$ cat config.mk
export PLATFORM = sky130hd
export DESIGN_NAME = umpc_core
export DESIGN_NICKNAME = d
export VERILOG_FILES = /design/src/hw/umpc_pkg.sv /design/src/hw/umpc_core.sv
export VERILOG_INCLUDE_DIRS = /design/src /design/src/hw
export SDC_FILE = /design/constraint.sdc
export NUM_CORES = 1
export LEC_CHECK = 0
export BUFFER_PORTS_ARGS = -buffer_cell sky130_fd_sc_hd__buf_2
export CAP_MARGIN = 20
export CORE_MARGIN = 2
export CORE_UTILIZATION = 50
export DETAILED_ROUTE_END_ITERATION = 10
export PLACE_DENSITY = 0.8
export SLEW_MARGIN = 10
export SYNTH_ARGS = -nofsm -noshare
export SYNTH_HDL_FRONTEND = slang
export SYNTH_SLANG_ARGS = --single-unit
$ cat constraint.sdc
create_clock -name clk -period 1.3 [get_ports clk]
set_input_delay 0.325 -clock clk [delete_from_list [all_inputs] [get_ports clk]]
set_output_delay 0.325 -clock clk [all_outputs]
set_load 0.02 [all_outputs]
$ cat src/hw/umpc_map.svh
// Register offsets, field positions, reset values and counts for umpc
`ifndef UMPC_MAP_SVH
`define UMPC_MAP_SVH
`define UMPC_ADDR_W         4
`define UMPC_OFF_MCR        4'h0
`define UMPC_OFF_MSR        4'h1
`define UMPC_OFF_EFR        4'h2
`define UMPC_OFF_PINS       4'h3
`define UMPC_MCR_DTR        0
`define UMPC_MCR_RTS        1
`define UMPC_MCR_OUT2       3
`define UMPC_MCR_IR         6
`define UMPC_MSR_DCTS       0
`define UMPC_MSR_DDSR       1
`define UMPC_MSR_TERI       2
`define UMPC_MSR_DDCD       3
`define UMPC_MSR_CTS        4
`define UMPC_MSR_DSR        5
`define UMPC_MSR_RI         6
`define UMPC_MSR_CD         7
`define UMPC_EFR_ARTS       6
`define UMPC_EFR_ACTS       7
`define UMPC_MCR_RST        8'h00
`define UMPC_EFR_RST        8'h00
`define UMPC_STRAP_CYC      3'h5
`endif

$ cat src/hw/umpc_pkg.sv
// Types shared by the modem pin control block
package umpc_pkg;
   typedef struct packed
   {
      logic cd_n;
      logic ri_n;
      logic dsr_n;
      logic cts_n;
   } umpc_modem_t;
   typedef enum logic {UMPC_PC, UMPC_STD} umpc_mode_t;
endpackage

$ cat src/hw/umpc_core.sv
// Modem control and status pins, mode strap and terminal count
//
// Summary of operation
// - Mode pin low is PC, else standard
// - PC: select input; standard: output from bit3
// - Low clear-to-send is ready; status bit4
// - Clear-to-send gates data only with ENHANCED_FEATURE_REG bit7
// - Data-set-ready reported only, no data effect
// - Terminal-ready low when control bit0 set
// - Ring indicator rising edge raises interrupt
// - Request-to-send low when control bit1 set
// - Request-to-send gates data only with bit6
// - Low carrier detect means carrier present
// - Control bit6 picks infrared, idle low receive
// - Transmit idles high standard, low infrared
//
// The address map and the strobed register port were decided locally.
`timescale 1ns/1ps
`include "umpc_map.svh"

module umpc_core
   import umpc_pkg::*;
(
   input  wire logic                   clk,
   input  wire logic                   arst_n,
   input  wire logic [`UMPC_ADDR_W-1:0] addr,
   input  wire logic [7:0]             wdata,
   input  wire logic                   wr_en,
   input  wire logic                   rd_en,
   output logic      [7:0]             rdata,
   input  wire logic                   mode_sel_in,
   input  wire logic                   port_select_three_in,
   output logic                        user_output_two_out,
   output logic                        user_output_two_oe,
   output logic                        port_select_three,
   input  wire umpc_modem_t            modem_in,
   input  wire logic                   dma_count_done,
   output logic                        dma_done_pulse,
   input  wire logic                   serial_receive_in,
   output logic                        rx_data,
   input  wire logic                   tx_data,
   input  wire logic                   tx_active,
   output logic                        serial_tx_out,
   output logic                        terminal_ready_n,
   output logic                        request_to_send_n,
   output logic                        tx_allowed,
   output logic                        rx_flow_hold,
   input  wire logic                   rx_nearly_full,
   output logic                        modem_event
);

   // ----------------------------------------------------------------
   // Input synchronisers
   // ----------------------------------------------------------------
   // Three stages; a change counts once stages two and three agree
   logic [6:0] s1_q;
   logic [6:0] s2_q;
   logic [6:0] s3_q;
   logic [6:0] stable_q;
   logic [6:0] raw;

   assign raw = {modem_in, mode_sel_in, port_select_three_in,
                 serial_receive_in};

   always_ff @(posedge clk or negedge arst_n)
   begin
      if (!arst_n)
      begin
         s1_q     <= 7'h7F;
         s2_q     <= 7'h7F;
         s3_q     <= 7'h7F;
         stable_q <= 7'h7F;
      end
      else
      begin
         s1_q     <= raw;
         s2_q     <= s1_q;
         s3_q     <= s2_q;
         stable_q <= (s2_q & s3_q) | (stable_q & (s2_q ^ s3_q));
      end
   end

   umpc_modem_t modem_s;
   logic        mode_s;
   logic        s3_s;
   logic        rx_s;

   assign modem_s = umpc_modem_t'(stable_q[6:3]);
   assign mode_s  = stable_q[2];
   assign s3_s    = stable_q[1];
   assign rx_s    = stable_q[0];

   // Terminal count also enters through the same style of stages
   logic [2:0] tc_q;
   logic       tc_stable_q;

   always_ff @(posedge clk or negedge arst_n)
   begin
      if (!arst_n)
      begin
         tc_q        <= 3'h0;
         tc_stable_q <= 1'b0;
      end
      else
      begin
         tc_q <= {tc_q[1:0], dma_count_done};
         if (tc_q[1] == tc_q[2])
            tc_stable_q <= tc_q[2];
      end
   end

   // Rising edge of the count marks one completed transfer
   logic tc_prev_q;

   always_ff @(posedge clk or negedge arst_n)
   begin
      if (!arst_n)
      begin
         tc_prev_q      <= 1'b0;
         dma_done_pulse <= 1'b0;
      end
      else
      begin
         tc_prev_q      <= tc_stable_q;
         dma_done_pulse <= tc_stable_q & ~tc_prev_q;
      end
   end

   // ----------------------------------------------------------------
   // Mode strap
   // ----------------------------------------------------------------
   // Caught after reset release from the synchronised pin; the window
   // outlasts the synchroniser, so the settled pin level is the one kept
   umpc_mode_t mode_q;
   logic [2:0] strap_cnt_q;
   logic       strap_done;

   assign strap_done = (strap_cnt_q == `UMPC_STRAP_CYC);

   always_ff @(posedge clk or negedge arst_n)
   begin
      if (!arst_n)
      begin
         mode_q      <= UMPC_STD;
         strap_cnt_q <= 3'h0;
      end
      else if (!strap_done)
      begin
         strap_cnt_q <= strap_cnt_q + 3'h1;
         mode_q      <= mode_s ? UMPC_STD : UMPC_PC;
      end
   end

   // ----------------------------------------------------------------
   // Registers
   // ----------------------------------------------------------------
   logic [7:0] mcr_q;
   logic [7:0] efr_q;
   logic [3:0] delta_q;
   umpc_modem_t prev_q;
   logic       wr_mcr;
   logic       wr_efr;
   logic       rd_msr;

   assign wr_mcr = wr_en && (addr == `UMPC_OFF_MCR);
   assign wr_efr = wr_en && (addr == `UMPC_OFF_EFR);
   assign rd_msr = rd_en && (addr == `UMPC_OFF_MSR);

   always_ff @(posedge clk or negedge arst_n)
   begin
      if (!arst_n)
         mcr_q <= `UMPC_MCR_RST;
      else if (wr_mcr)
         mcr_q <= wdata;
   end

   always_ff @(posedge clk or negedge arst_n)
   begin
      if (!arst_n)
         efr_q <= `UMPC_EFR_RST;
      else if (wr_efr)
         efr_q <= wdata;
   end

   // Delta flags: a new edge beats the read that clears them
   logic [3:0] edge_set;

   assign edge_set[0] = modem_s.cts_n ^ prev_q.cts_n;
   assign edge_set[1] = modem_s.dsr_n ^ prev_q.dsr_n;
   assign edge_set[2] = modem_s.ri_n & ~prev_q.ri_n;
   assign edge_set[3] = modem_s.cd_n ^ prev_q.cd_n;

   always_ff @(posedge clk or negedge arst_n)
   begin
      if (!arst_n)
      begin
         prev_q  <= '1;
         delta_q <= 4'h0;
      end
      else
      begin
         prev_q  <= modem_s;
         delta_q <= (rd_msr ? 4'h0 : delta_q) | edge_set;
      end
   end

   assign modem_event = |delta_q;

   logic [7:0] modem_status_reg;

   always_comb
   begin
      modem_status_reg = 8'h00;
      modem_status_reg[`UMPC_MSR_DCTS] = delta_q[0];
      modem_status_reg[`UMPC_MSR_DDSR] = delta_q[1];
      modem_status_reg[`UMPC_MSR_TERI] = delta_q[2];
      modem_status_reg[`UMPC_MSR_DDCD] = delta_q[3];
      modem_status_reg[`UMPC_MSR_CTS]  = ~modem_s.cts_n;
      modem_status_reg[`UMPC_MSR_DSR]  = ~modem_s.dsr_n;
      modem_status_reg[`UMPC_MSR_RI]   = ~modem_s.ri_n;
      modem_status_reg[`UMPC_MSR_CD]   = ~modem_s.cd_n;
   end

   always_ff @(posedge clk or negedge arst_n)
   begin
      if (!arst_n)
         rdata <= 8'h00;
      else if (rd_en)
      begin
         if (addr == `UMPC_OFF_MCR)
            rdata <= mcr_q;
         else if (addr == `UMPC_OFF_MSR)
            rdata <= modem_status_reg;
         else if (addr == `UMPC_OFF_EFR)
            rdata <= efr_q;
         else if (addr == `UMPC_OFF_PINS)
            rdata <= {6'h00, s3_s, mode_q == UMPC_STD};
         else
            rdata <= 8'h00;
      end
   end

   // ----------------------------------------------------------------
   // Pin outputs
   // ----------------------------------------------------------------
   logic ir_mode;

   assign ir_mode = mcr_q[`UMPC_MCR_IR];

   always_ff @(posedge clk or negedge arst_n)
   begin
      if (!arst_n)
      begin
         terminal_ready_n    <= 1'b1;
         request_to_send_n   <= 1'b1;
         user_output_two_out <= 1'b1;
         user_output_two_oe  <= 1'b0;
         port_select_three   <= 1'b1;
         serial_tx_out       <= 1'b1;
         rx_data             <= 1'b1;
      end
      else
      begin
         terminal_ready_n  <= ~mcr_q[`UMPC_MCR_DTR];
         request_to_send_n <= ~mcr_q[`UMPC_MCR_RTS];
         // Pin is an input in PC mode; wait for the strap so a PC board
         // never sees the pin driven right after reset
         user_output_two_oe  <= (mode_q == UMPC_STD) && strap_done;
         user_output_two_out <= ~mcr_q[`UMPC_MCR_OUT2];
         port_select_three   <= (mode_q == UMPC_PC) ? s3_s : 1'b1;
         // Idle level follows the interface choice
         serial_tx_out <= tx_active ? tx_data : ~ir_mode;
         // Infrared line idles low; present it as the usual high idle
         rx_data <= ir_mode ? ~rx_s : rx_s;
      end
   end

   // ----------------------------------------------------------------
   // Hardware flow control
   // ----------------------------------------------------------------
   // Without auto mode the modem lines never stall data
   assign tx_allowed = ~efr_q[`UMPC_EFR_ACTS] | ~modem_s.cts_n;
   assign rx_flow_hold = efr_q[`UMPC_EFR_ARTS] & rx_nearly_full;

   // ----------------------------------------------------------------
   // Checks
   // ----------------------------------------------------------------
   dtr_follow_a: assert property (@(posedge clk) disable iff (!arst_n)
      wr_mcr |=> ##1 (terminal_ready_n == ~$past(wdata[0], 2)))
      else $error("terminal ready does not follow control bit");

   rts_follow_a: assert property (@(posedge clk) disable iff (!arst_n)
      wr_mcr |=> ##1 (request_to_send_n == ~$past(wdata[1], 2)))
      else $error("request to send does not follow control bit");

   cts_gate_a: assert property (@(posedge clk) disable iff (!arst_n)
      !efr_q[`UMPC_EFR_ACTS] |-> tx_allowed)
      else $error("clear to send gated without auto mode");

   cts_status_a: assert property (@(posedge clk) disable iff (!arst_n)
      modem_status_reg[`UMPC_MSR_CTS] == ~modem_s.cts_n)
      else $error("clear to send status wrong");

   ri_event_a: assert property (@(posedge clk) disable iff (!arst_n)
      (modem_s.ri_n && !prev_q.ri_n) |=> delta_q[2])
      else $error("ring edge lost");

   op2_drive_a: assert property (@(posedge clk) disable iff (!arst_n)
      (mode_q == UMPC_PC) |=> !user_output_two_oe)
      else $error("output two driven in PC mode");

   tx_idle_a: assert property (@(posedge clk) disable iff (!arst_n)
      !tx_active |=> (serial_tx_out == ~$past(ir_mode)))
      else $error("transmit idle level wrong");

   rts_gate_a: assert property (@(posedge clk) disable iff (!arst_n)
      !efr_q[`UMPC_EFR_ARTS] |-> !rx_flow_hold)
      else $error("request to send gated without auto mode");

   strap_hold_a: assert property (@(posedge clk) disable iff (!arst_n)
      strap_done |=> $stable(mode_q))
      else $error("mode strap changed after capture");

   pc_sel_a: assert property (@(posedge clk) disable iff (!arst_n)
      (mode_q == UMPC_STD) |=> port_select_three)
      else $error("select three not held high in standard mode");

   ir_rx_a: assert property (@(posedge clk) disable iff (!arst_n)
      (ir_mode && !rx_s) |=> rx_data)
      else $error("infrared idle receive not shown as high");

   dma_pulse_a: assert property (@(posedge clk) disable iff (!arst_n)
      dma_done_pulse |=> !dma_done_pulse)
      else $error("terminal count pulse longer than one cycle");

   ri_cov_c: cover property (@(posedge clk) disable iff (!arst_n)
      edge_set[2] ##1 rd_msr);
   tc_cov_c: cover property (@(posedge clk) disable iff (!arst_n)
      dma_done_pulse);
   ir_cov_c: cover property (@(posedge clk) disable iff (!arst_n)
      ir_mode && tx_active);
   pc_cov_c: cover property (@(posedge clk) disable iff (!arst_n)
      (mode_q == UMPC_PC) && strap_done);

endmodule // umpc_core

* After elaboration in Yosys (flattened, before gate mapping)
Cells that the tools add are included.
W data, S select, Z words.
** Storage, ports and cells
- Register bits :: 77
- Latch bits :: 0
- RAM bits :: 0
- ROM bits :: 0
- Output and inout port bits :: 19
- Word-level logic and storage cells :: 70
- Memories :: 0
** Operators by class
- $add $sub $neg :: 1
- Multiply operators :: 0
- Divide/modulo/power cells :: 0
- Order comparisons :: 0
- Eq/ne operators :: 5
- Shift operators :: 0
- Muxes and demuxes :: 9
- Bitwise operators :: 24
- Reductions and logical operators :: 6
** Operators with widths (number)
- $mux W8 :: 3
- $and A7 B7 Y7 :: 2
- $not A1 Y1 :: 12
- $eq A4 B2 Y1 const B :: 2
- $or A7 B7 Y7 :: 1
- $xor A7 B7 Y7 :: 1
- $eq A4 B1 Y1 const B :: 1
- $logic_and A1 B1 Y1 :: 4
- $logic_not A4 Y1 :: 1
- $mux W1 :: 4
- $mux W4 :: 1
- $or A4 B4 Y4 :: 1
- $reduce_or A4 Y1 :: 1
- $add A3 B1 Y3 const B :: 1
- $and A1 B1 Y1 :: 3
- $eq A3 B3 Y1 const B :: 1
- $xor A1 B1 Y1 :: 3
- $mux W2 :: 1
- $eq A1 B1 Y1 :: 1
- $or A1 B1 Y1 :: 1

* Depth between registers and ports, before layout
Gate-level depths: netlist of run 1.
- Word-level depth :: 5
- Gate-level depth with buffers :: 5
- Depth with buffers taken out :: 5

* Worst setup path before layout of run 1
OpenSTA, ideal clock, no wires.
- Path kind :: reg-to-output
- From :: register delta_q[2]
- To :: output port modem_event
- Data arrival time :: 992 ps
- Required time :: 975 ps
- Path slack :: -17 ps
- Stages on the path, launching flop included :: 2
- Path buffers :: 0
- Cells stage by stage :: dfrtp_1 -> or4_1
** On the way
- Longest elaborated chain between the ends :: 1
** Ends and longest elaborated chain
- start, declared :: RTL line umpc_core.sv:159 : logic [3:0] delta_q;
- start signal, assigned :: RTL line umpc_core.sv:203 : delta_q <= (rd_msr ? 4'h0 : delta_q) | edge_set;
- $reduce_or A4 Y1 :: RTL line umpc_core.sv:207 : assign modem_event = |delta_q;
- end, declared :: RTL line umpc_core.sv:49 : output logic modem_event
Every way passes these cells.

* Final worst setup path of run 1
Same ends and word-level chain as after synthesis.

==> metrics.yaml, run 1 <==
combPwrFrac_pct: 12.8
clockBufferDepth: 2
drive_above_1_share_pct: 54.3
fillCellCount: 400
synth_seq_cells: 77
min_path_type: "input port to flop"
synth_ff_type: "dfstp_2"
fmax_mhz: 583
clockRootBuffer: "clkbuf_8"
vias_per_cell: 5.11
antenna_found_initial: 0
ys_warn_count: 0
synth_edf_count: 0
wl_um: 4730
synth_cell_types: 33
setup_ws_ns: -0.415
die_h_um: 79.5
holdWs_ns: 0.0766
io_pins: 46
power.leakage_nw: 1.66
gp_congestion: 0.773
die_area_mm2: 0.00632
route.detailed.drc: 0
tritoncts: "done"
multiInputGateArea_um2: 798
slew_viol_final: 0
dp_hpwl_um: 3250
maxSlewHeadroom_pct: 80.0
power.total_mw: 5.62
rsz0062_at_grt: "true"
antenna_left: 0
switchingPower_mw: 1.29
clkPwrFrac_pct: 35.6
clock_skew_ns: 0.00782
grt_pass1_vias: 1764
worstMarginPinSlew_ns: 0.300
worstPathMaxFanout: 2
hold_viol_final: 0
drt_iter0_drc: 68
async_flop_share_pct: 100
grt_max_degree: 42
start_util_pct: 51.7
fp.coreArea_mm2: 0.00551
switching_share_pct: 23.0
status: "complete, but fails checks"
drt_first_pass_iters: 4
finalNetCount: 289
htree_levels: 3
failed_checks: "setup timing"
port_buffers: 45
regArea_mm2: 0.00198
arrival_ns: 1.39
critical_path_required_ns: 0.98
syn-instance-count: 185
cts_made_buffers: 9
yosysSeqAreaShare_pct: 69.3
clock-sinks: 77
power.internal_mw: 4.33
grt_usage_pct: 17.2
synth_nets: 221
antenna_cells: 0
critPathLaunchType: "flop"
via_count: 1686
p_per_area_mw_per_mm2: 1570
cap_viol_max_count: 0
syn2layout_area_growth_pct: 25.5
finalSetupViolations: 4
grt_pass1_wl_um: 8030
worst_ir_drop_vdd_mv: 1.13
dp_slack_ns: -0.0674
end_kind: "output pin"
period_share_pct: 132
grt_overflow: 0
fin_crit_ns: 1.71
syn_area_mm2: 0.00285
p_seq_share_pct: 51.6
r2r_cells: 4
clock_latency_ns: 0.34
syn-mean-instance-area_um2: 15.4
whs_path_depth: 1
crit_type: "flop to output pin"
clk_pin_slew_ns: 0.08
wire_per_inst_um: 14.3
placementRows: 27
die_w_um: 79.5
final cells by class:
type	count	share of cell area, %
tap	72	2.52
timing repair buffer	61	12.1
multi-input combinational	90	22.3
clock buffer	13	4.44
clock inverter	3	1.92
sequential	77	55.2
inverter	14	1.47
routing by layer:
metal  global-route usage [%]  share of wire, %  vias to the layer above  wire length, um
met1                     20.8                43                      846             2050
met3                     4.64               4.3                       14              204
met2                     27.0                50                       44             2350
met5                        0                 0                        -                0
li1                         -                 -                      782                -
met4                     11.9               2.7                        0              126
critical path, stage by stage (launching register included):
cell     delay (ns)
dfrtp_1        0.38
or4_4          0.53
buf_6          0.15
stage by stage:
stage | setup TNS, ns | cells | instance area (um2) | util (%)
after global placement | -0.164 | 311 | 3260 | 59.2
after global routing | -0.845 | 330 | 3580 | 64.9
after CTS | -0.702 | 330 | 3580 | 64.9
after detailed placement | -0.541 | 311 | 3260 | 59.2
after floorplan | 0 | 185 | 2850 | -
final | -0.528 | 330 | 3580 | 64.9
worst paths after layout:
check | from | endpoint | slack [ns]
min in group asynchronous | arst_n | tc_q[0]$_DFF_PN0_ | 0.32
max in group asynchronous | arst_n | terminal_ready_n$_DFF_PN1_ | 0.53
worst min register to register | tc_q[0]$_DFF_PN0_ | tc_q[1]$_DFF_PN0_ | 0.36
worst max register to register | delta_q[1]$_DFF_PN0_ | rdata[1]$_DFFE_PN0P_ | 0.07
worst max-delay path | delta_q[2]$_DFF_PN0_ | modem_event | -0.41
worst min-delay path | modem_in[2] | s1_q[5]$_DFF_PN1_ | 0.08
synth_stat cells, drive strengths merged (2+ instances only):
| cell | number | area [um2] |
|---|---|---|
| nor2 | 6 | 37.5 |
| inv | 13 | 48.8 |
| o32ai | 2 | 17.5 |
| dfrtp | 38 | 951 |
| o21ai | 7 | 35.0 |
| ha | 9 | 113 |
| a21o | 11 | 82.6 |
| or2 | 2 | 12.5 |
| mux4 | 2 | 45.0 |
| xor2 | 5 | 43.8 |
| o221ai | 4 | 35.0 |
| mux2 | 16 | 180 |
| o22ai | 6 | 37.5 |
| a21boi | 2 | 15.0 |
| nand3 | 2 | 22.5 |
| nand2 | 7 | 26.3 |
| buf | 4 | 31.3 |
| dfstp | 39 | 1020 |
cell usage in the layout (no fill, tap or decap), drive strengths merged, types with 4 or more instances in the layout:
master,synthesis,layout
nand2,7,7
inv,13,13
clkbuf,0,13
mux2,16,16
nor2,6,6
o22ai,6,6
dfstp,39,39
buf,4,60
ha,9,9
xor2,5,5
dfrtp,38,38
o21ai,7,7
o221ai,4,4
a21o,11,11
power groups by stage:
stage | Clock, mW | Sequential (mW) | Combinational [mW]
detailed placement | 0 | 2.93 | 0.635
global route | 2.16 | 2.93 | 0.786
finish | 2.00 | 2.90 | 0.720
CTS | 2.06 | 2.90 | 0.728
global placement | 0 | 2.92 | 0.610
floorplan | 0 | 2.98 | 0.305
registers in the layout, summed over array words and instances, names as in the netlist, 3 cells and up:
name         flops
delta_q          4
efr_q            8
s1_q             7
prev_q           4
mcr_q            8
rdata            8
s2_q             7
strap_cnt_q      3
s3_q             7
stable_q         7
tc_q             3
kinds of logic (layout without fill, tap and decap cells):
group,Yosys count,count (layout),synth area share (%)
adder cells (fa/ha/maj),10,10,4.30
AND/OR/NAND/NOR,23,23,5.67
multiplexers,18,18,7.90
XOR/XNOR,5,5,1.54
buffers and inverters,18,91,2.94
flip-flops,77,77,69.3
AO/OA/AOI/OAI,34,34,8.30
repair_timing:
action                                  4_1_cts  5_1_grt
setup buffers                                 2        0
gates resized for setup                      20        1
endpoints found under the setup margin        9       10
gates cloned                                  0        0
hold buffers                                  1        0
pin swaps                                     0        0
hold endpoints to repair                     38        0
Power figures use the tool's default switching activity.
==> run 2, diff against run 1 <==
- BUFFER_PORTS_ARGS: -buffer_cell sky130_fd_sc_hd__buf_2 -> -buffer_cell sky130_fd_sc_hd__clkbuf_2
- HOLD_SLACK_MARGIN: not set -> 0.15
- SKIP_LAST_GASP: not set -> 1
==> metrics.yaml, run 2 (same netlist as run 1, synthesis figures left out) <==
status: "complete, but fails checks"
failed_checks: "setup timing"
switchingPower_mw: 1.31  # +1.4%
critical_path_required_ns: 0.98  # about the same
worstPathMaxFanout: 2  # unchanged
worstMarginPinSlew_ns: 0.288  # -0.0114 ns
p_per_area_mw_per_mm2: 1500  # -4.9%
grt_overflow: 0  # unchanged
end_kind: "output pin"
io_pins: 46  # unchanged
combPwrFrac_pct: 14.1  # +1.3 points
die_w_um: 79.5  # unchanged
fp.coreArea_mm2: 0.00551  # unchanged
crit_type: "flop to output pin"
rr_startpoint: "delta_q[0]$_DFF_PN0_"
switching_share_pct: 23.7  # +0.64 points
die_h_um: 79.5  # unchanged
clock_latency_ns: 0.34  # about the same
drt_iter0_drc: 56  # -18%
die_area_mm2: 0.00632  # unchanged
maxSlewHeadroom_pct: 80.8  # +0.76 points
placementRows: 27  # unchanged
gp_congestion: 0.797  # +3.1%
grt_usage_pct: 17.2  # -0.075 points
p_seq_share_pct: 52.4  # +0.8 points
r2r_cells: 5  # +1
finalNetCount: 300  # +3.8%
clk_pin_slew_ns: 0.07  # about the same
grt_pass1_vias: 1785  # +1.2%
vias_per_cell: 4.89  # -4.3%
port_buffers: 45  # unchanged
hold_start: "tx_data"
clockRootBuffer: "clkbuf_8"
final_cell_mix: "dfstp_2, dfrtp_1, clkbuf_2, mux2_2, buf_4"
grt_pass1_wl_um: 8060  # +0.35%
min_path_type: "input port to flop"
clock-sinks: 77  # unchanged
dp_slack_ns: -0.0815  # -0.0142 ns
syn2layout_area_growth_pct: 30.2
drt_first_pass_iters: 4  # unchanged
antenna_found_initial: 0  # unchanged
finalSetupViolations: 10  # +6
holdWs_ns: 0.187  # +0.110 ns
slew_viol_final: 0  # unchanged
setup_ws_ns: -0.430  # -0.0151 ns
power.leakage_nw: 1.71  # +3.3%
worst_ir_drop_vdd_mv: 0.800  # -29%
reg2reg_to: "rdata[0]$_DFFE_PN0P_"
r2r_slack_ns: -0.02  # -0.09 ns
arrival_ns: 1.40  # about the same
wire_per_inst_um: 14.1  # -1.8%
start_util_pct: 51.7  # unchanged
dp_hpwl_um: 3250  # -0.12%
fin_crit_ns: 1.73  # +0.0151 ns
clockBufferDepth: 2  # unchanged
rsz0062_at_grt: "true"
power.internal_mw: 4.23  # -2.1%
htree_levels: 3  # unchanged
wl_um: 4800  # +1.5%
fmax_mhz: 578  # -0.87%
clkPwrFrac_pct: 33.4  # -2.2 points
hold_viol_final: 0  # unchanged
antenna_cells: 0  # unchanged
period_share_pct: 133  # +1.2 points
clock_skew_ns: 0.00847  # +0.000658 ns
critPathLaunchType: "flop"
crit_start: "delta_q[3]$_DFF_PN0_"
route.detailed.drc: 0  # unchanged
drive_above_1_share_pct: 53.9  # -0.36 points
reg_top3: "efr_q: 8 flops, mcr_q: 8 flops, rdata: 8 flops"
grt_max_degree: 33  # -21%
final_common_cell: "dfstp_2"
cp-endpoint: "modem_event"
tritoncts: "done"
cap_viol_max_count: 0  # unchanged
cts_made_buffers: 9  # unchanged
via_count: 1668  # -1.1%
antenna_left: 0  # unchanged
[run 2: power groups by stage]
stage	logic, mW	registers, mW	clock network [mW]
floorplan	0.305	2.98	0
global placement	0.617	2.92	0
detailed placement	0.637	2.93	0
CTS	0.754	2.90	1.91
global route	0.850	2.94	2.00
finish	0.784	2.91	1.85
[run 2: how the worst min path moves through the flow]
stage	cells after the start	end	slack, ns
2_1_floorplan	0	delta_q[0]$_DFF_PN0_	0.03
3_3_place_gp	1	tc_q[0]$_DFF_PN0_	0.23
3_5_place_dp	1	tc_q[0]$_DFF_PN0_	0.23
4_1_cts	3	serial_tx_out$_DFF_PN1_	0.16
5_1_grt	3	serial_tx_out$_DFF_PN1_	0.21
6_report	3	serial_tx_out$_DFF_PN1_	0.19
[run 2: metrics by stage]
step | area, um2 | total power [mW] | utilization [%] | std cells | TNS (ns)
3_5_place_dp | 3270 | 3.57 | 59.5 | 311 | -0.611
6_report | 3710 | 5.55 | 67.4 | 341 | -0.621
5_1_grt | 3710 | 5.79 | 67.4 | 341 | -0.964
3_3_place_gp | 3270 | 3.54 | 59.5 | 311 | -0.215
2_1_floorplan | 2850 | 3.29 | - | 185 | 0
4_1_cts | 3660 | 5.56 | 66.6 | 339 | -0.902
[run 2: cell type report]
class	count	area, um2
clock buffer	13	169
clock inverter	3	42.5
fill	392	1800
inverter	14	52.6
multi-input combinational	90	805
sequential	77	1980
tap	72	90.1
timing repair buffer	72	576
[run 2: repair_timing]
action / CTS / global route
setup endpoints to repair: 9 / 11
buffers inserted: 2 / 2
hold buffers: 10 / 0
hold endpoints to repair: 39 / 0
pin swaps: 0 / 2
resized for setup: 13 / 18
[run 2: critical path, stage by stage, from the launching register on]
cell and delay (ns):
dfrtp_1 0.38, or4_4 0.54, buf_6 0.15
[run 2: metal layers]
layer / up-vias / GRT usage, % / share of wire (%)
met4: 0 / 9.31 / 2.9
met5: - / 0 / 0
met2: 44 / 26.8 / 49
met1: 811 / 21.1 / 43
met3: 13 / 5.66 / 4.6
li1: 800 / - / -
==> run 3, diff against run 2 <==
- REMOVE_ABC_BUFFERS: not set -> 1
- SLEW_MARGIN: 10 -> 20
==> metrics.yaml, run 3 (same netlist as run 1, synthesis figures left out) <==
status: "complete, but fails checks"
failed_checks: "setup timing"
min_path_type: "input port to flop"
power.total_mw: 5.54  # about the same
start_util_pct: 51.7  # unchanged
via_count: 1705  # +2.2%
finalSetupViolations: 9  # -1
io_pins: 46  # unchanged
wire_per_inst_um: 14.8  # +4.9%
grt_pass1_wl_um: 8340  # +3.5%
tritoncts: "done"
die_w_um: 79.5  # unchanged
critical-path-max-stage-delay_ns: 0.54  # about the same
clock_skew_ns: 0.00948  # +0.00101 ns
vias_per_cell: 5.03  # +2.8%
drt_first_pass_iters: 4  # unchanged
critPathSlowestCell: "or4_4"
route.detailed.drc: 0  # unchanged
period_share_pct: 134  # +0.90 points
grt_pass1_vias: 1813  # +1.6%
critPathLaunchType: "flop"
drt_iter0_drc: 96  # +71%
path_cells: "or4_4 > buf_6"
switching_share_pct: 23.7  # about the same
dp_hpwl_um: 3400  # +4.7%
drive_above_1_share_pct: 53.9  # about the same
port_buffers: 45  # unchanged
gp_congestion: 0.771  # -3.3%
antenna_found_initial: 0  # unchanged
clkPwrFrac_pct: 33.1  # -0.3 points
grt_max_degree: 35  # +6.1%
maxSlewHeadroom_pct: 82.5  # +1.7 points
reg_top3: "efr_q: 8 flops, mcr_q: 8 flops, rdata: 8 flops"
end_kind: "output pin"
slew_viol_final: 0  # unchanged
antenna_left: 0  # unchanged
final_common_cell: "dfstp_2"
power.internal_mw: 4.23  # about the same
clockBufferDepth: 2  # unchanged
syn2layout_area_growth_pct: 29.6
power.leakage_nw: 1.71  # about the same
combPwrFrac_pct: 14.4  # +0.3 points
hold_viol_final: 0  # unchanged
rsz0062_at_grt: "true"
die_h_um: 79.5  # unchanged
htree_levels: 3  # unchanged
grt_overflow: 0  # unchanged
placementRows: 27  # unchanged
cap_viol_max_count: 0  # unchanged
clock-sinks: 77  # unchanged
worst_ir_drop_vdd_mv: 0.840  # +4.9%
fin_crit_ns: 1.74  # +0.0117 ns
wl_um: 5000  # +4.3%
p_seq_share_pct: 52.5  # about the same
die_area_mm2: 0.00632  # unchanged
arrival_ns: 1.42  # +0.02 ns
grt_usage_pct: 17.9  # +0.69 points
switchingPower_mw: 1.31  # -0.12%
finalNetCount: 298  # -0.67%
clockRootBuffer: "clkbuf_8"
clk_pin_slew_ns: 0.08  # about the same
final_util_pct: 67.1  # -0.32 points
cts_made_buffers: 9  # unchanged
p_per_area_mw_per_mm2: 1500  # +0.45%
crit_type: "flop to output pin"
final_cell_mix: "dfstp_2, dfrtp_1, clkbuf_2, mux2_2, buf_4"
clock_latency_ns: 0.34  # about the same
fp.coreArea_mm2: 0.00551  # unchanged
critical_path_required_ns: 0.98  # about the same
setup_ws_ns: -0.441  # -0.0117 ns
worstMarginPinSlew_ns: 0.261  # -0.0270 ns
worstPathMaxFanout: 2  # unchanged
fmax_mhz: 574  # -0.67%
antenna_cells: 0  # unchanged
## run 3: metrics by stage
stage / cell area (um2) / cells / hold WS (ns) / setup TNS (ns) / setup slack [ns]
2_1_floorplan: 2820 / 181 / 0.0294 / -0.0168 / -0.0168
3_3_place_gp: 3260 / 310 / 0.336 / -0.520 / -0.0440
3_5_place_dp: 3260 / 310 / 0.347 / -0.968 / -0.0696
4_1_cts: 3650 / 337 / 0.155 / -0.850 / -0.458
5_1_grt: 3690 / 339 / 0.169 / -0.916 / -0.489
6_report: 3690 / 339 / 0.165 / -0.585 / -0.441
## run 3: metal layers
layer / routed length [um] / global-route usage (%) / up-vias
li1: - / - / 795
met1: 2150 / 20.9 / 862
met2: 2590 / 29.6 / 40
met3: 171 / 4.86 / 8
met4: 90 / 10.2 / 0
met5: 0 / 0 / -
## run 3: cell type report
cell class / instances / area [um2]
clock buffers: 12 / 165
multi-input cells: 90 / 802
clock inverters: 4 / 45.0
fillers: 396 / 1810
repair buffers: 70 / 562
flip-flops and latches: 77 / 1980
well taps: 72 / 90.1
inverters: 14 / 52.6
## run 3: power by group through the flow
stage | clock (mW) | combinational [mW] | sequential [mW]
after floorplan | 0 | 0.286 | 2.98
after global placement | 0 | 0.618 | 2.92
after detailed placement | 0 | 0.640 | 2.94
after CTS | 1.89 | 0.767 | 2.90
after global routing | 1.99 | 0.864 | 2.94
final | 1.83 | 0.799 | 2.91
## run 3: path summary, 6_finish.rpt
path | startpoint | to | slack, ns | cells past startpoint
setup / recovery | delta_q[2]$_DFF_PN0_ | modem_event | -0.44 | 2
hold / removal | tx_active | serial_tx_out$_DFF_PN1_ | 0.17 | 2
setup reg to reg | delta_q[1]$_DFF_PN0_ | rdata[1]$_DFFE_PN0P_ | 0.06 | 4
hold reg to reg | s1_q[4]$_DFF_PN1_ | s2_q[4]$_DFF_PN1_ | 0.36 | 0
max in group asynchronous | arst_n | stable_q[3]$_DFF_PN1_ | 0.38 | 3
min in group asynchronous | arst_n | s1_q[5]$_DFF_PN1_ | 0.64 | 2
## run 3: critical path, delay by kind of cell (launching register included)
family | cells | cell delay, ns
buffers and inverters | 1 | 0.15
flip-flops | 1 | 0.39
AND/OR/NAND/NOR | 1 | 0.54
## run 3: what timing repair did
item | CTS | global route
hold buffers | 9 | 0
hold endpoints to repair | 63 | 0
pin swaps | 0 | 1
setup endpoints to repair | 9 | 10
gates resized for setup | 18 | 14
setup buffers | 2 | 2
